`src/sadc_pkg.sv`:
```
// Purpose: shared constants of the converter control block
// Assumes: 8-bit special function register bus, byte addresses
// Notes: only the converter fields of shared registers live here
package sadc_pkg;
    // Register addresses
    localparam logic [7:0] ADDR_OPTION_CLOCK_SELECT = 8'h94;
    localparam logic [7:0] ADDR_INTERRUPT_FLAGS = 8'h95;
    localparam logic [7:0] ADDR_CONV_RESULT_LOW = 8'haa;
    localparam logic [7:0] ADDR_CONV_RESULT_HIGH = 8'hab;
    localparam logic [7:0] ADDR_CHANNEL_REF_REGISTER = 8'hae;
    localparam logic [7:0] ADDR_AUXILIARY_CONTROL_ONE = 8'hf8;

    // Field positions
    localparam int DIV_SEL_LSB = 2;
    localparam int DONE_FLAG_BIT = 4;
    localparam int START_BIT = 4;
    localparam int CHAN_LSB = 4;
    localparam int VREF_LSB = 2;
    localparam int BG_FORCE_BIT = 1;

    // Reset values
    localparam logic [1:0] DIV_SEL_RST = 2'h0;
    localparam logic [3:0] CHAN_RST = 4'hf;
    localparam logic [1:0] VREF_RST = 2'h0;
    localparam logic BG_FORCE_RST = 1'b0;

    // Divider codes and ratios
    localparam logic [1:0] DIV_SEL_32 = 2'h0;
    localparam logic [1:0] DIV_SEL_16 = 2'h1;
    localparam logic [1:0] DIV_SEL_8 = 2'h2;
    localparam logic [1:0] DIV_SEL_4 = 2'h3;
    localparam logic [5:0] DIV_RATIO_32 = 6'h20;
    localparam logic [5:0] DIV_RATIO_16 = 6'h10;
    localparam logic [5:0] DIV_RATIO_8 = 6'h08;
    localparam logic [5:0] DIV_RATIO_4 = 6'h04;

    // Conversion timing in conversion clocks
    localparam logic [5:0] RESULT_BITS = 6'h0c;
    localparam logic [5:0] CONV_TOTAL_CYCLES = 6'h32;
    localparam logic [5:0] CONV_SAMPLE_CYCLES = CONV_TOTAL_CYCLES - 6'(2 * RESULT_BITS);

    // Channel and reference codes
    localparam logic [3:0] CHAN_RESERVED = 4'ha;
    localparam logic [3:0] CHAN_BANDGAP = 4'hb;
    localparam logic [3:0] CHAN_QUARTER_SUPPLY = 4'hf;
    localparam logic [1:0] VREF_SUPPLY = 2'h0;
    localparam logic [1:0] VREF_BANDGAP_SCALED = 2'h1;
endpackage

```
`src/sadc_ctrl.sv`:
```
// Purpose: control of a 12-bit successive approximation converter
// Assumes: one clock, synchronous reset, register bus synchronous to clk_sys
// Notes: result and status reads return one cycle after the read strobe
// Operation
// - Conversion clock is system clock divided by 32, 16, 8 or 4 per select code.
// - Writing 1 to start bit begins conversion; hardware clears it at completion.
// - Software writing 0 to start bit clears it and stops conversion.
// - Completion sets done flag; interrupt request raised when converter interrupt enabled.
// - Done flag clears on flag-register write with bit 0, or start write.
// - Conversion lasts 50 conversion clocks: sample, then two per result bit.
// - Result registers load in the same moment the done flag sets.
// - Four-bit channel code routes inputs, bandgap, or quarter supply to multiplexer.
// - Reference select picks supply for 00, scaled bandgap for 01; rest reserved.
// - Selecting bandgap channel enables the bandgap generator automatically.
// - Force bit keeps bandgap on, also in idle, but off in stop or halt.
`timescale 1ns/1ps
module sadc_ctrl (
    // Clock and reset
    input wire logic clk_sys,
    input wire logic srst,
    // Register bus
    input wire logic [7:0] sfr_addr,
    input wire logic sfr_wr,
    input wire logic sfr_rd,
    input wire logic [7:0] sfr_wdata,
    output logic [7:0] sfr_rdata,
    // Interrupt and power mode
    input wire logic conv_int_enable,
    input wire logic idle_mode,
    input wire logic stop_halt_mode,
    output logic conv_irq,
    // Analog front end
    input wire logic cmp_in,
    output logic [3:0] input_channel_code,
    output logic channel_valid,
    output logic [1:0] reference_source_sel,
    output logic reference_valid,
    output logic bandgap_reference_en,
    output logic sample_hold,
    output logic [11:0] dac_code,
    output logic conv_busy
);

    // Is the code the bandgap channel
    function automatic logic is_bandgap(input logic [3:0] code);
        is_bandgap = (code == sadc_pkg::CHAN_BANDGAP);
    endfunction

    // Divider ratio from select code
    function automatic logic [5:0] div_ratio(input logic [1:0] sel);
        unique case (sel)
            sadc_pkg::DIV_SEL_32: div_ratio = sadc_pkg::DIV_RATIO_32;
            sadc_pkg::DIV_SEL_16: div_ratio = sadc_pkg::DIV_RATIO_16;
            sadc_pkg::DIV_SEL_8: div_ratio = sadc_pkg::DIV_RATIO_8;
            sadc_pkg::DIV_SEL_4: div_ratio = sadc_pkg::DIV_RATIO_4;
        endcase
    endfunction

    logic [1:0] conv_clock_divider_sel_ff;
    logic [3:0] chan_ff;
    logic [1:0] vref_ff;
    logic bandgap_force_on_ff;
    logic conv_start_bit_ff;
    logic conv_done_flag_ff;
    logic [11:0] result_ff;
    logic [11:0] sar_ff;
    logic [5:0] div_cnt_ff;
    logic [5:0] cyc_ff;
    logic [7:0] rdata_ff;
    logic conv_tick;
    logic done_pulse;
    logic wr_option;
    logic wr_flags;
    logic wr_aux;
    logic wr_channel_ref_register;
    logic start_wr;
    logic stop_wr;
    logic [5:0] bit_offs;
    logic [3:0] bit_idx;

    // Write decodes
    assign wr_option = sfr_wr && (sfr_addr == sadc_pkg::ADDR_OPTION_CLOCK_SELECT);
    assign wr_flags = sfr_wr && (sfr_addr == sadc_pkg::ADDR_INTERRUPT_FLAGS);
    assign wr_aux = sfr_wr && (sfr_addr == sadc_pkg::ADDR_AUXILIARY_CONTROL_ONE);
    assign wr_channel_ref_register = sfr_wr && (sfr_addr == sadc_pkg::ADDR_CHANNEL_REF_REGISTER);
    assign start_wr = wr_aux && sfr_wdata[sadc_pkg::START_BIT];
    assign stop_wr = wr_aux && !sfr_wdata[sadc_pkg::START_BIT];

    // Divider tick only while converting, so each conversion starts phase aligned
    // Compare with at-least so a smaller ratio chosen mid-period takes effect at once, not after a wrap
    assign conv_tick = conv_start_bit_ff && (div_cnt_ff >= div_ratio(conv_clock_divider_sel_ff) - 6'h01);
    assign done_pulse = conv_tick && (cyc_ff == sadc_pkg::CONV_TOTAL_CYCLES - 6'h01);
    assign bit_offs = cyc_ff - sadc_pkg::CONV_SAMPLE_CYCLES;
    assign bit_idx = 4'hb - bit_offs[4:1];

    // Configuration fields
    always_ff @(posedge clk_sys)
    begin
        if (srst)
        begin
            conv_clock_divider_sel_ff <= sadc_pkg::DIV_SEL_RST;
            chan_ff <= sadc_pkg::CHAN_RST;
            vref_ff <= sadc_pkg::VREF_RST;
            bandgap_force_on_ff <= sadc_pkg::BG_FORCE_RST;
        end
        else
        begin
            if (wr_option)
                conv_clock_divider_sel_ff <= sfr_wdata[sadc_pkg::DIV_SEL_LSB +: 2];
            if (wr_channel_ref_register)
            begin
                chan_ff <= sfr_wdata[sadc_pkg::CHAN_LSB +: 4];
                vref_ff <= sfr_wdata[sadc_pkg::VREF_LSB +: 2];
                bandgap_force_on_ff <= sfr_wdata[sadc_pkg::BG_FORCE_BIT];
            end
        end
    end

    // Start bit; a write in the completion cycle takes precedence
    always_ff @(posedge clk_sys)
    begin
        if (srst)
            conv_start_bit_ff <= 1'b0;
        else if (start_wr)
            conv_start_bit_ff <= 1'b1;
        else if (stop_wr)
            conv_start_bit_ff <= 1'b0;
        else if (done_pulse)
            conv_start_bit_ff <= 1'b0;
    end

    // Done flag; completion wins over any clear in the same cycle
    always_ff @(posedge clk_sys)
    begin
        if (srst)
            conv_done_flag_ff <= 1'b0;
        else if (done_pulse)
            conv_done_flag_ff <= 1'b1;
        else if (start_wr || (wr_flags && !sfr_wdata[sadc_pkg::DONE_FLAG_BIT]))
            conv_done_flag_ff <= 1'b0;
    end

    // Divider and conversion cycle counters, restarted by every start write
    always_ff @(posedge clk_sys)
    begin
        if (srst || start_wr || !conv_start_bit_ff)
        begin
            div_cnt_ff <= 6'h00;
            cyc_ff <= 6'h00;
        end
        else if (conv_tick)
        begin
            div_cnt_ff <= 6'h00;
            cyc_ff <= done_pulse ? 6'h00 : cyc_ff + 6'h01;
        end
        else
            div_cnt_ff <= div_cnt_ff + 6'h01;
    end

    // Approximation: first clock of a pair tries the bit, second keeps or drops it
    always_ff @(posedge clk_sys)
    begin
        if (srst || start_wr)
            sar_ff <= 12'h000;
        else if (conv_tick && (cyc_ff >= sadc_pkg::CONV_SAMPLE_CYCLES))
        begin
            if (!bit_offs[0])
                sar_ff[bit_idx] <= 1'b1;
            else
                sar_ff[bit_idx] <= cmp_in;
        end
    end

    // Result captured together with the flag; bus writes never touch it
    always_ff @(posedge clk_sys)
    begin
        if (srst)
            result_ff <= 12'h000;
        else if (done_pulse)
            result_ff <= {sar_ff[11:1], cmp_in};
    end

    // Registered read data; other owners' bits read zero here
    always_ff @(posedge clk_sys)
    begin
        if (srst)
            rdata_ff <= 8'h00;
        else if (sfr_rd)
        begin
            unique case (sfr_addr)
                sadc_pkg::ADDR_OPTION_CLOCK_SELECT:
                    rdata_ff <= {4'h0, conv_clock_divider_sel_ff, 2'h0};
                sadc_pkg::ADDR_INTERRUPT_FLAGS:
                    rdata_ff <= {3'h0, conv_done_flag_ff, 4'h0};
                sadc_pkg::ADDR_CONV_RESULT_LOW:
                    rdata_ff <= {result_ff[3:0], 4'h0};
                sadc_pkg::ADDR_CONV_RESULT_HIGH:
                    rdata_ff <= result_ff[11:4];
                sadc_pkg::ADDR_CHANNEL_REF_REGISTER:
                    rdata_ff <= {chan_ff, vref_ff, bandgap_force_on_ff, 1'b0};
                sadc_pkg::ADDR_AUXILIARY_CONTROL_ONE:
                    rdata_ff <= {3'h0, conv_start_bit_ff, 4'h0};
                default:
                    rdata_ff <= 8'h00;
            endcase
        end
    end

    // Analog side; reserved codes are flagged, not remapped
    assign input_channel_code = chan_ff;
    assign channel_valid = (chan_ff != sadc_pkg::CHAN_RESERVED);
    assign reference_source_sel = vref_ff;
    assign reference_valid = (vref_ff == sadc_pkg::VREF_SUPPLY) || (vref_ff == sadc_pkg::VREF_BANDGAP_SCALED);
    // Stop and halt override even the force bit; idle does not
    assign bandgap_reference_en = !stop_halt_mode && (bandgap_force_on_ff || is_bandgap(chan_ff));
    assign sample_hold = conv_start_bit_ff && (cyc_ff < sadc_pkg::CONV_SAMPLE_CYCLES);
    assign dac_code = sar_ff;
    assign conv_busy = conv_start_bit_ff;
    assign conv_irq = conv_done_flag_ff && conv_int_enable;
    assign sfr_rdata = rdata_ff;

    // Helper: system cycles since the last conversion clock or start write, conversion clocks since the start write
    logic [5:0] gap_cnt;
    logic [6:0] tick_cnt;
    always_ff @(posedge clk_sys)
    begin
        if (srst || start_wr || conv_tick)
            gap_cnt <= 6'h00;
        else
            gap_cnt <= gap_cnt + 6'h01;
        if (srst || start_wr)
            tick_cnt <= 7'h00;
        else if (conv_tick)
            tick_cnt <= tick_cnt + 7'h01;
    end

    a_div_period: assert property (@(posedge clk_sys) disable iff (srst)
        conv_tick && !$past(wr_option) && $past(conv_start_bit_ff) |-> gap_cnt == div_ratio(conv_clock_divider_sel_ff) - 6'h01)
        else $error("conversion clock period wrong");
    a_start_autoclr: assert property (@(posedge clk_sys) disable iff (srst)
        done_pulse && !sfr_wr |=> !conv_start_bit_ff && !conv_busy)
        else $error("start bit not cleared at completion");
    a_start_swclr: assert property (@(posedge clk_sys) disable iff (srst)
        stop_wr |=> !conv_start_bit_ff ##1 !conv_done_flag_ff || $past(conv_done_flag_ff))
        else $error("start bit not cleared by software");
    a_flag_on_done: assert property (@(posedge clk_sys) disable iff (srst)
        done_pulse |=> conv_done_flag_ff && (conv_irq == conv_int_enable))
        else $error("done flag or request missing");
    a_flag_clear: assert property (@(posedge clk_sys) disable iff (srst)
        !done_pulse && (start_wr || (wr_flags && !sfr_wdata[sadc_pkg::DONE_FLAG_BIT])) |=> !conv_done_flag_ff)
        else $error("done flag not cleared");
    a_conv_length: assert property (@(posedge clk_sys) disable iff (srst)
        done_pulse |-> tick_cnt == 7'(sadc_pkg::CONV_TOTAL_CYCLES - 6'h01))
        else $error("conversion not fifty clocks");
    a_result_load: assert property (@(posedge clk_sys) disable iff (srst)
        $rose(conv_done_flag_ff) |-> result_ff != $past(result_ff) || $past(done_pulse))
        else $error("flag set without result load");
    a_low_nibble: assert property (@(posedge clk_sys) disable iff (srst)
        sfr_rd && sfr_addr == sadc_pkg::ADDR_CONV_RESULT_LOW |=> sfr_rdata == {result_ff[3:0], 4'h0})
        else $error("low result read wrong");
    a_bandgap_auto: assert property (@(posedge clk_sys) disable iff (srst)
        is_bandgap(input_channel_code) && !stop_halt_mode |-> bandgap_reference_en)
        else $error("bandgap not enabled for its channel");
    a_bandgap_stop: assert property (@(posedge clk_sys) disable iff (srst)
        stop_halt_mode |-> !bandgap_reference_en)
        else $error("bandgap on in stop or halt");
    a_bandgap_idle: assert property (@(posedge clk_sys) disable iff (srst)
        idle_mode && bandgap_force_on_ff && !stop_halt_mode |-> bandgap_reference_en)
        else $error("forced bandgap off in idle");

    // Register view, phase and level checks
    a_high_byte: assert property (@(posedge clk_sys) disable iff (srst)
        sfr_rd && sfr_addr == sadc_pkg::ADDR_CONV_RESULT_HIGH && !done_pulse |=> sfr_rdata == result_ff[11:4])
        else $error("high result read wrong");
    a_result_hold: assert property (@(posedge clk_sys) disable iff (srst)
        !done_pulse |=> $stable(result_ff))
        else $error("result changed outside completion");
    a_flag_hold: assert property (@(posedge clk_sys) disable iff (srst)
        conv_done_flag_ff && !start_wr && !(wr_flags && !sfr_wdata[sadc_pkg::DONE_FLAG_BIT]) |=> conv_done_flag_ff)
        else $error("done flag lost without a clear");
    a_irq_level: assert property (@(posedge clk_sys) disable iff (srst)
        conv_irq |-> conv_done_flag_ff && conv_int_enable)
        else $error("request without flag and enable");
    a_sar_clear: assert property (@(posedge clk_sys) disable iff (srst)
        start_wr |=> dac_code == 12'h000 && sample_hold)
        else $error("start did not open a fresh sample");
    a_hold_no_trial: assert property (@(posedge clk_sys) disable iff (srst)
        sample_hold |-> dac_code == 12'h000)
        else $error("trial bits set while sampling");
    a_sample_len: assert property (@(posedge clk_sys) disable iff (srst)
        $fell(sample_hold) && conv_busy |-> tick_cnt == 7'(sadc_pkg::CONV_SAMPLE_CYCLES))
        else $error("sample phase length wrong");
    a_chan_reserved: assert property (@(posedge clk_sys) disable iff (srst)
        channel_valid == (input_channel_code != sadc_pkg::CHAN_RESERVED))
        else $error("reserved channel not flagged");
    a_ref_valid: assert property (@(posedge clk_sys) disable iff (srst)
        reference_valid == !reference_source_sel[1])
        else $error("reserved reference not flagged");
    a_bg_auto_off: assert property (@(posedge clk_sys) disable iff (srst)
        !bandgap_force_on_ff && !is_bandgap(input_channel_code) |-> !bandgap_reference_en)
        else $error("bandgap on without force or channel");

endmodule

```
`config.mk`:
```
export PLATFORM = sky130hd
export DESIGN_NAME = sadc_ctrl
export DESIGN_NICKNAME = d
export VERILOG_FILES = /design/src/sadc_pkg.sv /design/src/sadc_ctrl.sv
export SDC_FILE = /design/constraint.sdc
export NUM_CORES = 1
export LEC_CHECK = 0
export BUFFER_PORTS_ARGS = -buffer_cell sky130_fd_sc_hd__buf_4
export CAP_MARGIN = 10
export CORE_MARGIN = 10
export CORE_UTILIZATION = 49
export DETAILED_ROUTE_END_ITERATION = 8
export GPL_ROUTABILITY_DRIVEN = 1
export PLACE_DENSITY = 0.83
export SLEW_MARGIN = 20
export SYNTH_ARGS = -nofsm -noshare
export SYNTH_HDL_FRONTEND = slang
export SYNTH_SLANG_ARGS = --single-unit
```
`constraint.sdc`:
```
create_clock -name clk_sys -period 2.1 [get_ports clk_sys]
set_input_delay 0.21 -clock clk_sys [delete_from_list [all_inputs] [get_ports clk_sys]]
set_output_delay 0.21 -clock clk_sys [all_outputs]
set_load 0.03 [all_outputs]
```
==> reports/qor.yml, run 1 <==
critical_path:
  r2r_slack_ps: 30
  end_kind: "flop"
  path_class: "reg2reg"
  timing.rr.end: "cyc_ff[5]"
  r2r_start: "conv_clock_divider_sel_ff[0]"
  crit_arrival_ps: 2330
  worstRegToRegCells: 9
  cp_max_fo: 5
  start_kind: "flop"
  required_ps: 2360
cells_and_area:
  fin_util_pct: 65.7
  nets: 399
  insertedDiodeCount: 0
  finalInstanceArea_um2: 3420
  area_growth_pct: 28.2
  drive_above_1_share_pct: 27.2
  stdcell_count: 438
power_and_ir_drop:
  powerDensity_nw_per_um2: 512
  leakage_nw: 1.36
  ir_worst_vdd_mv: 0.296
  power_mw: 1.75
sta:
  setup_viol: 0
  worst_slew_pin_slew_ps: 505
  finalHoldViolations: 0
  slew_viol_final: 0
  finalWorstSetupSlack_ps: 28.5
  grt_setup_unrepaired: "true"
  fmax_ghz: 0.483
  period_share_pct: 98.6
  slew_headroom_pct: 66.3
  fin_worst_skew_ps: 10.5
  fin_crit_ps: 2070
global_routing:
  overflow: 0
  antenna_found_initial: 0
  track_usage_pct: 15.4
  grt_pass1_vias: 2278
  grt_max_degree: 20
  grt_pass1_wl_um: 11300
cts:
  clkTransAtPathRegs_ps: 110
  insertion_delay_ps: 320
  clock_path_buffers: 2
  numCtsBuffers: 5
  cts_sinks: 55
  cts_root_buffer: "clkbuf_8"
  cts_tree: "done"
  htree_levels: 2
worst_hold_path:
  hold_end: "input_channel_code[3]"
  hold_path_class: "in2reg"
  min-delay-start: "sfr_wdata[7]"
  hold_depth: 2
synth:
  syn_area_um2: 2670
  ys_ff_latch: 55
  synthCells: 305
  yosysSeqAreaShare_pct: 41.3
  synthArstFlopShare_pct: 0
  synth.avg_cell_area_um2: 8.75
  synth_top_area_share_pct: 41.3
  synth_nets: 337
  synth-edff-count: 0
  yosys_warnings: 0
  yosysUniqueCellTypes: 52
  synth_flop_cell: "dfxtp_1"
  yosys.cell_count.top_type: "dfxtp_1"
  synth.top_cells.by_area: "dfxtp_1, mux2i_1, nor2_1"
  ys_top_cells_by_count: "dfxtp_1, nor2_1, mux2i_1, nand2_1"
  yosysTopAreaCell: "dfxtp_1"
floorplanning:
  coreArea_um2: 5200
  die_h_um: 93.8
  fp.dieW_um: 93.8
  fp.dieArea_um2: 8800
  initial_core_util_pct: 51.3
  io_pins: 56
  num_rows: 26
flow_run:
  drv_cap: 0
placed_design:
  dpl-instance-area_um2: 3210
  gp_congestion: 0.936
  dp_hpwl_um: 5300
  place_ws_ps: -60.0
  port_buffers: 53
  dp.cells: 428
status:
  status: "finished, final reports clean"
routing:
  num_vias: 2466
  first_pass_iters: 4
  vias_per_cell: 5.63
  drc: 0
  ant_nets: 0
  drtIter0Drc: 105
  wl_um: 7160
  routedWlPerCell_um: 16.3
## routing by layer
metal,GRT usage [%],vias to the layer above,part of all wire [%]
li1,-,1209,-
met1,19.7,1154,45
met2,24.5,94,46
met3,4.96,9,8.1
met4,3.04,0,0.98
met5,0,-,0
## final cells by class
| type | instances | area [um^2] |
|---|---|---|
| sequential | 55 | 1100 |
| multi-input combinational | 228 | 1560 |
| inverter | 6 | 22.5 |
| clock buffer | 5 | 68.8 |
| fill | 423 | 1780 |
| tap | 70 | 87.6 |
| timing repair buffer | 71 | 557 |
| clock inverter | 3 | 25.0 |
## power by group
part	total (mW)	internal, mW	switching (mW)
registers	1.04	1.04	0.000442
clock network	0.613	0.244	0.369
logic	0.0963	0.0446	0.0517
## cells by family after synthesis
family	after synthesis	synth area share, %
AOI/OAI and AO/OA	61	15.3
DFF	55	41.3
xor gates and xnor gates	8	2.63
adders and majority gates	8	3.75
buffers and inverters	22	3.89
other	1	0.141
and+or+nand+nor	129	25.2
muxes	21	7.88
## timing repair
| action | 4_1_cts | 5_1_grt |
|---|---|---|
| hold buffers | 0 | 0 |
| setup buffers | 1 | 0 |
| pin swaps | 2 | 4 |
| setup endpoints to repair | 19 | 20 |
| resized for setup | 8 | 13 |
| endpoints found under the hold margin | 0 | 0 |
| gates cloned | 1 | 0 |
## cells in the final DEF, fill, tap and decap left out, drive strengths merged, types with 4 or more instances in the layout
cell type / instances
dfxtp: 55
mux2i: 21
o21ai: 15
clkbuf: 5
inv: 8
a21oi: 14
nor2: 51
a211o: 4
xor2: 5
a31oi: 6
nor4: 5
nand2: 19
nor3: 10
nand4b: 4
nand2b: 5
nand3: 6
nor2b: 7
a22o: 5
buf: 70
ha: 8
## registers in the layout (all words and copies together), names as in the netlist
register	flops
conv_done_flag_ff	1
conv_clock_divider_sel_ff	2
bandgap_force_on_ff	1
dac_code	12
input_channel_code	4
cyc_ff	6
reference_source_sel	2
conv_busy	1
div_cnt_ff	6
sfr_rdata	8
result_ff	12
## worst max path at each step
stage | startpoint | to | slack [ps] | cells past startpoint
after floorplan | conv_clock_divider_sel_ff[0] | dac_code[3] | 6 | 8
after global placement | conv_clock_divider_sel_ff[1] | dac_code[3] | 30 | 9
after detailed placement | conv_clock_divider_sel_ff[1] | dac_code[1] | -60 | 9
after CTS | conv_clock_divider_sel_ff[0] | dac_code[5] | 20 | 8
after global routing | conv_clock_divider_sel_ff[0] | cyc_ff[5] | -10 | 9
final | conv_clock_divider_sel_ff[0] | cyc_ff[5] | 30 | 9
## stage by stage
step | TNS [ps] | hold slack [ps]
3_3_place_gp | 0 | 412
4_1_cts | 0 | 81.2
6_report | 0 | 80.6
5_1_grt | -15.2 | 76.8
3_5_place_dp | -169 | 418
2_1_floorplan | 0 | 328
## critical path, stage by stage, from the launching register on
cell and delay, ps:
dfxtp_2 340, buf_4 140, and2_1 130, ha_1 280, a21oi_2 60, o22ai_2 200, o21ai_2 100, buf_6 150
or4_4 480, a21oi_2 140
Note: power is estimated with default switching activity, not from simulation.
==> run 2, diff against run 1 <==
Settings changed: ABC_AREA set to 1, CORE_UTILIZATION 49 to 50, MAX_ROUTING_LAYER set to met4.
==> run 2 against run 1 <==
  * Synthesized cell count grew 45%
  * Sequential share of layout area shrank 0.90 points
  * Largest cell class unchanged
  * Hold slack gained 17 ps
  * Global-route usage grew 0.68 points
  * Sequential power is essentially flat
  * Critical endpoint is now dac_code[9]
==> reports/qor.yml, run 2 <==
power_and_ir_drop:
  power_frac_comb_pct: 5.1  # -0.4 points
  internal_power_mw: 1.33  # -0.41%
  ir_worst_vdd_mv: 0.266  # -10%
  powerDensity_nw_per_um2: 503  # -1.8%
  seq_power_share_pct: 59.1  # -0.4 points
  share_clk_of_total_power_pct: 35.8  # +0.8 points
  p_switching_mw: 0.441  # +4.7%
  power_mw: 1.77  # +0.82%
  p_sw_share_pct: 25.0  # +0.93 points
  leakage_nw: 1.49  # +9.0%
sta:
  setup_viol: 0  # unchanged
  grt_setup_unrepaired: "false"
  fin_crit_ps: 1980  # -90.9 ps
  finalHoldViolations: 0  # unchanged
  fmax_ghz: 0.505  # +4.6%
  finalSetupTns_ps: 0  # unchanged
  slew_viol_final: 0  # unchanged
  whs_ps: 97.5  # +16.9 ps
  fin_worst_skew_ps: 8.80  # -1.73 ps
  finalWorstSetupSlack_ps: 119  # +90.9 ps
  period_share_pct: 94.3  # -4.3 points
placed_design:
  dp.cells: 557  # +30%
  dp_hpwl_um: 5700  # +7.6%
  place_ws_ps: 128  # +188 ps
  port_buffers: 53  # unchanged
  gp_congestion: 0.901  # -3.8%
synth:
  yosysTopAreaCell: "dfxtp_1"
  muxShareOfSynthArea_pct: 0  # -7.9 points
  synth_nets: 473  # +40%
  synth_adder_area_share_pct: 3.38  # -0.37 points
  synthArstFlopShare_pct: 0  # unchanged
  yosysSeqAreaShare_pct: 37.2  # -4.1 points
  synth-edff-count: 0  # unchanged
  synth_top_area_share_pct: 37.2  # -4.1 points
  yosys.cell_count.top_type: "nand2_1"
  ys_ff_latch: 55  # unchanged
  yosys.area_share.xor_xnor_pct: 2.07  # -0.56 points
  synth.avg_cell_area_um2: 6.72  # -23%
  synthCells: 441  # +45%
  yosysUniqueCellTypes: 35  # -33%
  yosys_warnings: 0  # unchanged
  syn_area_um2: 2960  # +11%
  synth_top_family_by_area: "simple AND/OR/NAND/NOR gates"
  yosys.area_share.simple_pct: 36.0  # +11 points
  synth.top_cells.by_area: "dfxtp_1, nand2_1, nand3_1"
  ys_top_cells_by_count: "nand2_1, dfxtp_1, nand3_1, nor2_1, a21oi_1"
  synth_flop_cell: "dfxtp_1"
  synth_compound_area_share_pct: 11.9  # -3.4 points
cts:
  hold_buffers: 0  # unchanged
  cts_root_buffer: "clkbuf_8"
  insertion_delay_ps: 320  # about the same
  cts_tree: "done"
  clock_path_buffers: 2  # unchanged
  htree_levels: 2  # unchanged
  cts_sinks: 55  # unchanged
  numCtsBuffers: 5  # unchanged
  clkTransAtPathRegs_ps: 110  # about the same
global_routing:
  antenna_found_initial: 0  # unchanged
  overflow: 0  # unchanged
  track_usage_pct: 16.0  # +0.68 points
  grt_pass1_vias: 2904  # +27%
  grt_pass1_wl_um: 12900  # +15%
  grt_max_degree: 27  # +35%
flow_run:
  drv_cap: 0  # unchanged
floorplanning:
  coreArea_um2: 5640  # +8.4%
  die_h_um: 97.0  # +3.4%
  fp.dieW_um: 97.0  # +3.4%
  num_rows: 27  # +3.8%
  io_pins: 56  # unchanged
  fp.dieArea_um2: 9400  # +6.9%
  initial_core_util_pct: 52.5  # +1.2 points
routing:
  routed.top_layer: "met4"
  ant_nets: 0  # unchanged
  first_pass_iters: 5  # +1
  drtIter0Drc: 152  # +45%
  wl_met1_um: 3650  # +13%
  num_vias: 3000  # +22%
  met3_length_um: 525  # -9.5%
  wl_met2_um: 3330  # +2.0%
  vias_per_cell: 5.29  # -6.0%
  drc: 0  # unchanged
  wl_um: 7640  # +6.7%
  routedWlPerCell_um: 13.5  # -18%
status:
  status: "finished, final reports clean"
critical_path:
  crit_family: "simple AND/OR/NAND/NOR gates"
  start_kind: "flop"
  path_class: "reg2reg"
  cp_max_fo: 12  # +7
  crit_top_cell: "nand2_1"
  end_kind: "flop"
  worstPathCellList: "inv_1 > nand2_1 > ha_1 > nand2_1 > nor2_1 > nand2_1 > nand2_1 > nand2_1 > nor2_4 > nand3_1 > nand2_1 > nor2_1"
  cp_slowest_cell: "dfxtp_1"
  required_ps: 2330  # -30 ps
  critPathBufInv: 1  # -1
  crit_arrival_ps: 2210  # -120 ps
  slowest_delay_ps: 360  # -120 ps
cells_and_area:
  nets: 526  # +32%
  final_cell_mix: "nand2_1, buf_4, dfxtp_1, nand3_1, nor2_1"
  stdcell_count: 567  # +29%
  area_growth_pct: 18.5
  insertedDiodeCount: 0  # unchanged
  drive_above_1_share_pct: 17.0  # -10 points
  final_common_cell: "nand2_1"
worst_hold_path:
  hold_path_class: "in2reg"
-- run 2: area by class of cell --
type	instances	area, um^2
inverters	41	154
well taps	72	90.1
repair buffers	62	478
fillers	538	2130
clock buffers	5	68.8
multi-input cells	329	1590
clock inverters	3	25.0
flip-flops and latches	55	1100
-- run 2: logic make-up (layout without fill, tap and decap cells) --
kind of cell               count (synthesis)  in the layout
xor gates and xnor gates                   7              7
buffers and inverters                     58            111
DFF                                       55             55
and+or+nand+nor                          246            247
other                                      1              1
AOI/OAI and AO/OA                         66             66
adders and majority gates                  8              8
-- run 2: per-stage QoR --
step	area (um^2)	utilization, %
6_report	3510	62.2
4_1_cts	3480	61.7
3_3_place_gp	3390	60.0
5_1_grt	3510	62.2
3_5_place_dp	3390	60.0
2_1_floorplan	2960	-
-- run 2: worst paths after layout --
path	slack (ps)	to	cells after the start	from
hold / removal	100	input_channel_code[2]	3	sfr_wdata[6]
setup / recovery	120	dac_code[9]	12	conv_clock_divider_sel_ff[1]
hold reg to reg	460	div_cnt_ff[0]	1	div_cnt_ff[0]
setup reg to reg	120	dac_code[9]	12	conv_clock_divider_sel_ff[1]
-- run 2: power by group through the flow --
stage | combinational, mW | sequential, mW | clock, mW
2_1_floorplan | 0.0424 | 1.07 | 0
3_3_place_gp | 0.0865 | 1.07 | 0
3_5_place_dp | 0.0886 | 1.07 | 0
4_1_cts | 0.0891 | 1.04 | 0.639
5_1_grt | 0.100 | 1.04 | 0.679
6_report | 0.0901 | 1.04 | 0.633
-- run 2: worst reg2reg max path: stages, from the launching register on --
cell and delay, ps:
dfxtp_1 360, inv_1 80, nand2_1 60, ha_1 260, nand2_1 60, nor2_1 120, nand2_1 120, nand2_1 80
nand2_1 170, nor2_4 350, nand3_1 120, nand2_1 80, nor2_1 40
-- run 2: timing repair --
item                       4_1_cts  5_1_grt
buffers inserted                 0        1
setup endpoints to repair        0       12
resized for setup                0        1
hold endpoints to repair         0        0
-- run 2: layer usage --
metal | track usage [%] | up-vias
met3 | 3.48 | 10
met1 | 20.2 | 1353
met2 | 24.8 | 105
met5 | - | -
met4 | 5.41 | 0
li1 | - | 1532
==> run 3, diff against run 2 <==
Settings changed: CTS_CLUSTER_DIAMETER set to 30.
Clock period 2.1 ns to 1.8 ns, I/O delays scaled along.
==> run 3 against run 2 <==
  * The run now ends with negative setup slack left
  * Critical path depth is 1 higher
  * Sequential share of layout area is 1.4 points lower
  * Final area is 5.2% higher
  * Total power is 16% higher
  * Largest cell class unchanged
  * Flip-flop and latch count stayed put
  * Sequential power is 17% higher
  * Register-to-register slack worse by 200 ps
  * Non-clock buffer count is 3 higher
  * Final cell count is 0.35% higher
==> reports/qor.yml, run 3 (synthesis results as in run 2) <==
critical_path:
  path_class: "reg2reg"
  start_kind: "flop"
  timing.rr.end: "dac_code[3]"
  end_kind: "flop"
  worstRegToRegCells: 13  # +1
  r2r_start: "conv_clock_divider_sel_ff[1]"
  required_ps: 2030  # -300 ps
  cp_max_fo: 6  # -6
  crit_arrival_ps: 2100  # -110 ps
  r2r_slack_ps: -80  # -200 ps
cts:
  insertion_delay_ps: 320  # about the same
  numCtsBuffers: 5  # unchanged
  cts_root_buffer: "clkbuf_8"
  cts_tree: "done"
  clock_path_buffers: 2  # unchanged
  cts_sinks: 55  # unchanged
  hold_buffers: 0  # unchanged
  htree_levels: 2  # unchanged
  clkTransAtPathRegs_ps: 110  # about the same
sta:
  finalWorstSetupSlack_ps: -79.1  # -199 ps
  fin_crit_ps: 1880  # -101 ps
  whs_ps: 67.2  # -30.3 ps
  slew_viol_final: 0  # unchanged
  finalHoldViolations: 0  # unchanged
  grt_setup_unrepaired: "true"
  setup_viol: 12  # +12
  fmax_ghz: 0.532  # +5.4%
  period_share_pct: 104  # +10 points
  fin_worst_skew_ps: 7.55  # -1.25 ps
routing:
  routedWlPerCell_um: 14.3  # +6.1%
  first_pass_iters: 6  # +1
  wl_um: 8130  # +6.5%
  ant_nets: 0  # unchanged
  num_vias: 3076  # +2.5%
  vias_per_cell: 5.41  # +2.2%
  drc: 0  # unchanged
  drtIter0Drc: 153  # +0.66%
global_routing:
  grt_max_degree: 27  # unchanged
  overflow: 0  # unchanged
  grt_pass1_vias: 2782  # -4.2%
  grt_pass1_wl_um: 12600  # -2.6%
  track_usage_pct: 15.6  # -0.45 points
  antenna_found_initial: 0  # unchanged
flow_run:
  drv_cap: 0  # unchanged
cells_and_area:
  drive_above_1_share_pct: 22.7  # +5.8 points
  area_growth_pct: 24.7
  insertedDiodeCount: 0  # unchanged
  finalInstanceArea_um2: 3690  # +5.2%
  nets: 528  # +0.38%
  final_cell_mix: "nand2_1, buf_4, dfxtp_1, nor2_1, a21oi_1"
  final_common_cell: "nand2_1"
power_and_ir_drop:
  seq_power_share_pct: 59.4  # +0.3 points
  p_switching_mw: 0.502  # +14%
  ir_worst_vdd_mv: 0.402  # +51%
  leakage_nw: 1.53  # +3.3%
  power_frac_comb_pct: 5.2  # about the same
  powerDensity_nw_per_um2: 555  # +10%
  share_clk_of_total_power_pct: 35.4  # -0.4 points
  internal_power_mw: 1.55  # +17%
  p_sw_share_pct: 24.5  # -0.47 points
floorplanning:
  initial_core_util_pct: 52.5  # unchanged
  num_rows: 27  # unchanged
  coreArea_um2: 5640  # unchanged
  fp.dieW_um: 97.0  # unchanged
  die_h_um: 97.0  # unchanged
  io_pins: 56  # unchanged
  fp.dieArea_um2: 9400  # unchanged
worst_hold_path:
  hold_path_class: "in2reg"
  hold_end: "input_channel_code[2]"
  hold_depth: 3  # unchanged
  min-delay-start: "sfr_wdata[6]"
status:
  status: "finished with violations"
  violations: "negative setup slack"
placed_design:
  dp_hpwl_um: 5720  # +0.32%
  port_buffers: 53  # unchanged
  gp_congestion: 0.897  # -0.41%
  dpl-instance-area_um2: 3400  # +0.52%
-- run 3: area by class of cell --
class	instances	area (um^2)
clock buffer	5	68.8
clock inverter	3	25.0
fill	509	1950
inverter	41	154
multi-input combinational	328	1700
sequential	55	1110
tap	72	90.1
timing repair buffer	65	552
-- run 3: power by group through the flow --
stage / clock network (mW) / logic [mW] / registers (mW)
3_3_place_gp: 0 / 0.101 / 1.25
2_1_floorplan: 0 / 0.0494 / 1.25
5_1_grt: 0.776 / 0.117 / 1.22
6_report: 0.724 / 0.106 / 1.22
3_5_place_dp: 0 / 0.103 / 1.25
4_1_cts: 0.740 / 0.104 / 1.22
-- run 3: worst max-delay path by stage --
| stage | startpoint | slack (ps) | end |
|---|---|---|---|
| final | conv_clock_divider_sel_ff[1] | -80 | dac_code[3] |
| after global placement | conv_clock_divider_sel_ff[1] | 60 | cyc_ff[2] |
| after global routing | conv_clock_divider_sel_ff[1] | -170 | dac_code[3] |
| after floorplan | conv_clock_divider_sel_ff[1] | 130 | dac_code[9] |
| after CTS | conv_clock_divider_sel_ff[1] | 8 | cyc_ff[1] |
| after detailed placement | conv_clock_divider_sel_ff[1] | 30 | cyc_ff[1] |
-- run 3: layer usage --
| layer | track usage (%) | wire, um |
|---|---|---|
| met5 | - | 0 |
| met4 | 4.28 | 129 |
| met3 | 2.84 | 513 |
| met2 | 24.6 | 3790 |
| met1 | 19.8 | 3700 |
-- run 3: repair_timing --
| action | CTS | global route |
|---|---|---|
| setup endpoints to repair | 0 | 37 |
| buffers inserted | 0 | 2 |
| hold endpoints to repair | 0 | 0 |
| gates resized for setup | 0 | 31 |
-- run 3: critical path, cell delays in order, from the launching register on --
cell	delay, ps
dfxtp_2	350
inv_2	60
nand2_2	60
ha_4	270
nand2_4	50
nor2_1	140
nor2_2	70
nand2_2	70
nand2_4	50
nor2_4	260
clkbuf_16	210
nand3_2	60
nand2_1	70
nor2_1	50
-- run 3: per-stage QoR --
step	utilization (%)	std cells	setup slack, ps	total power, mW	TNS, ps
after CTS	62.0	564	8.19	2.06	0
after global routing	65.4	569	-167	2.11	-2040
after floorplan	-	441	134	1.30	0
after global placement	60.3	556	58.5	1.35	0
after detailed placement	60.3	556	34.8	1.35	0
final	65.4	569	-79.1	2.05	-480
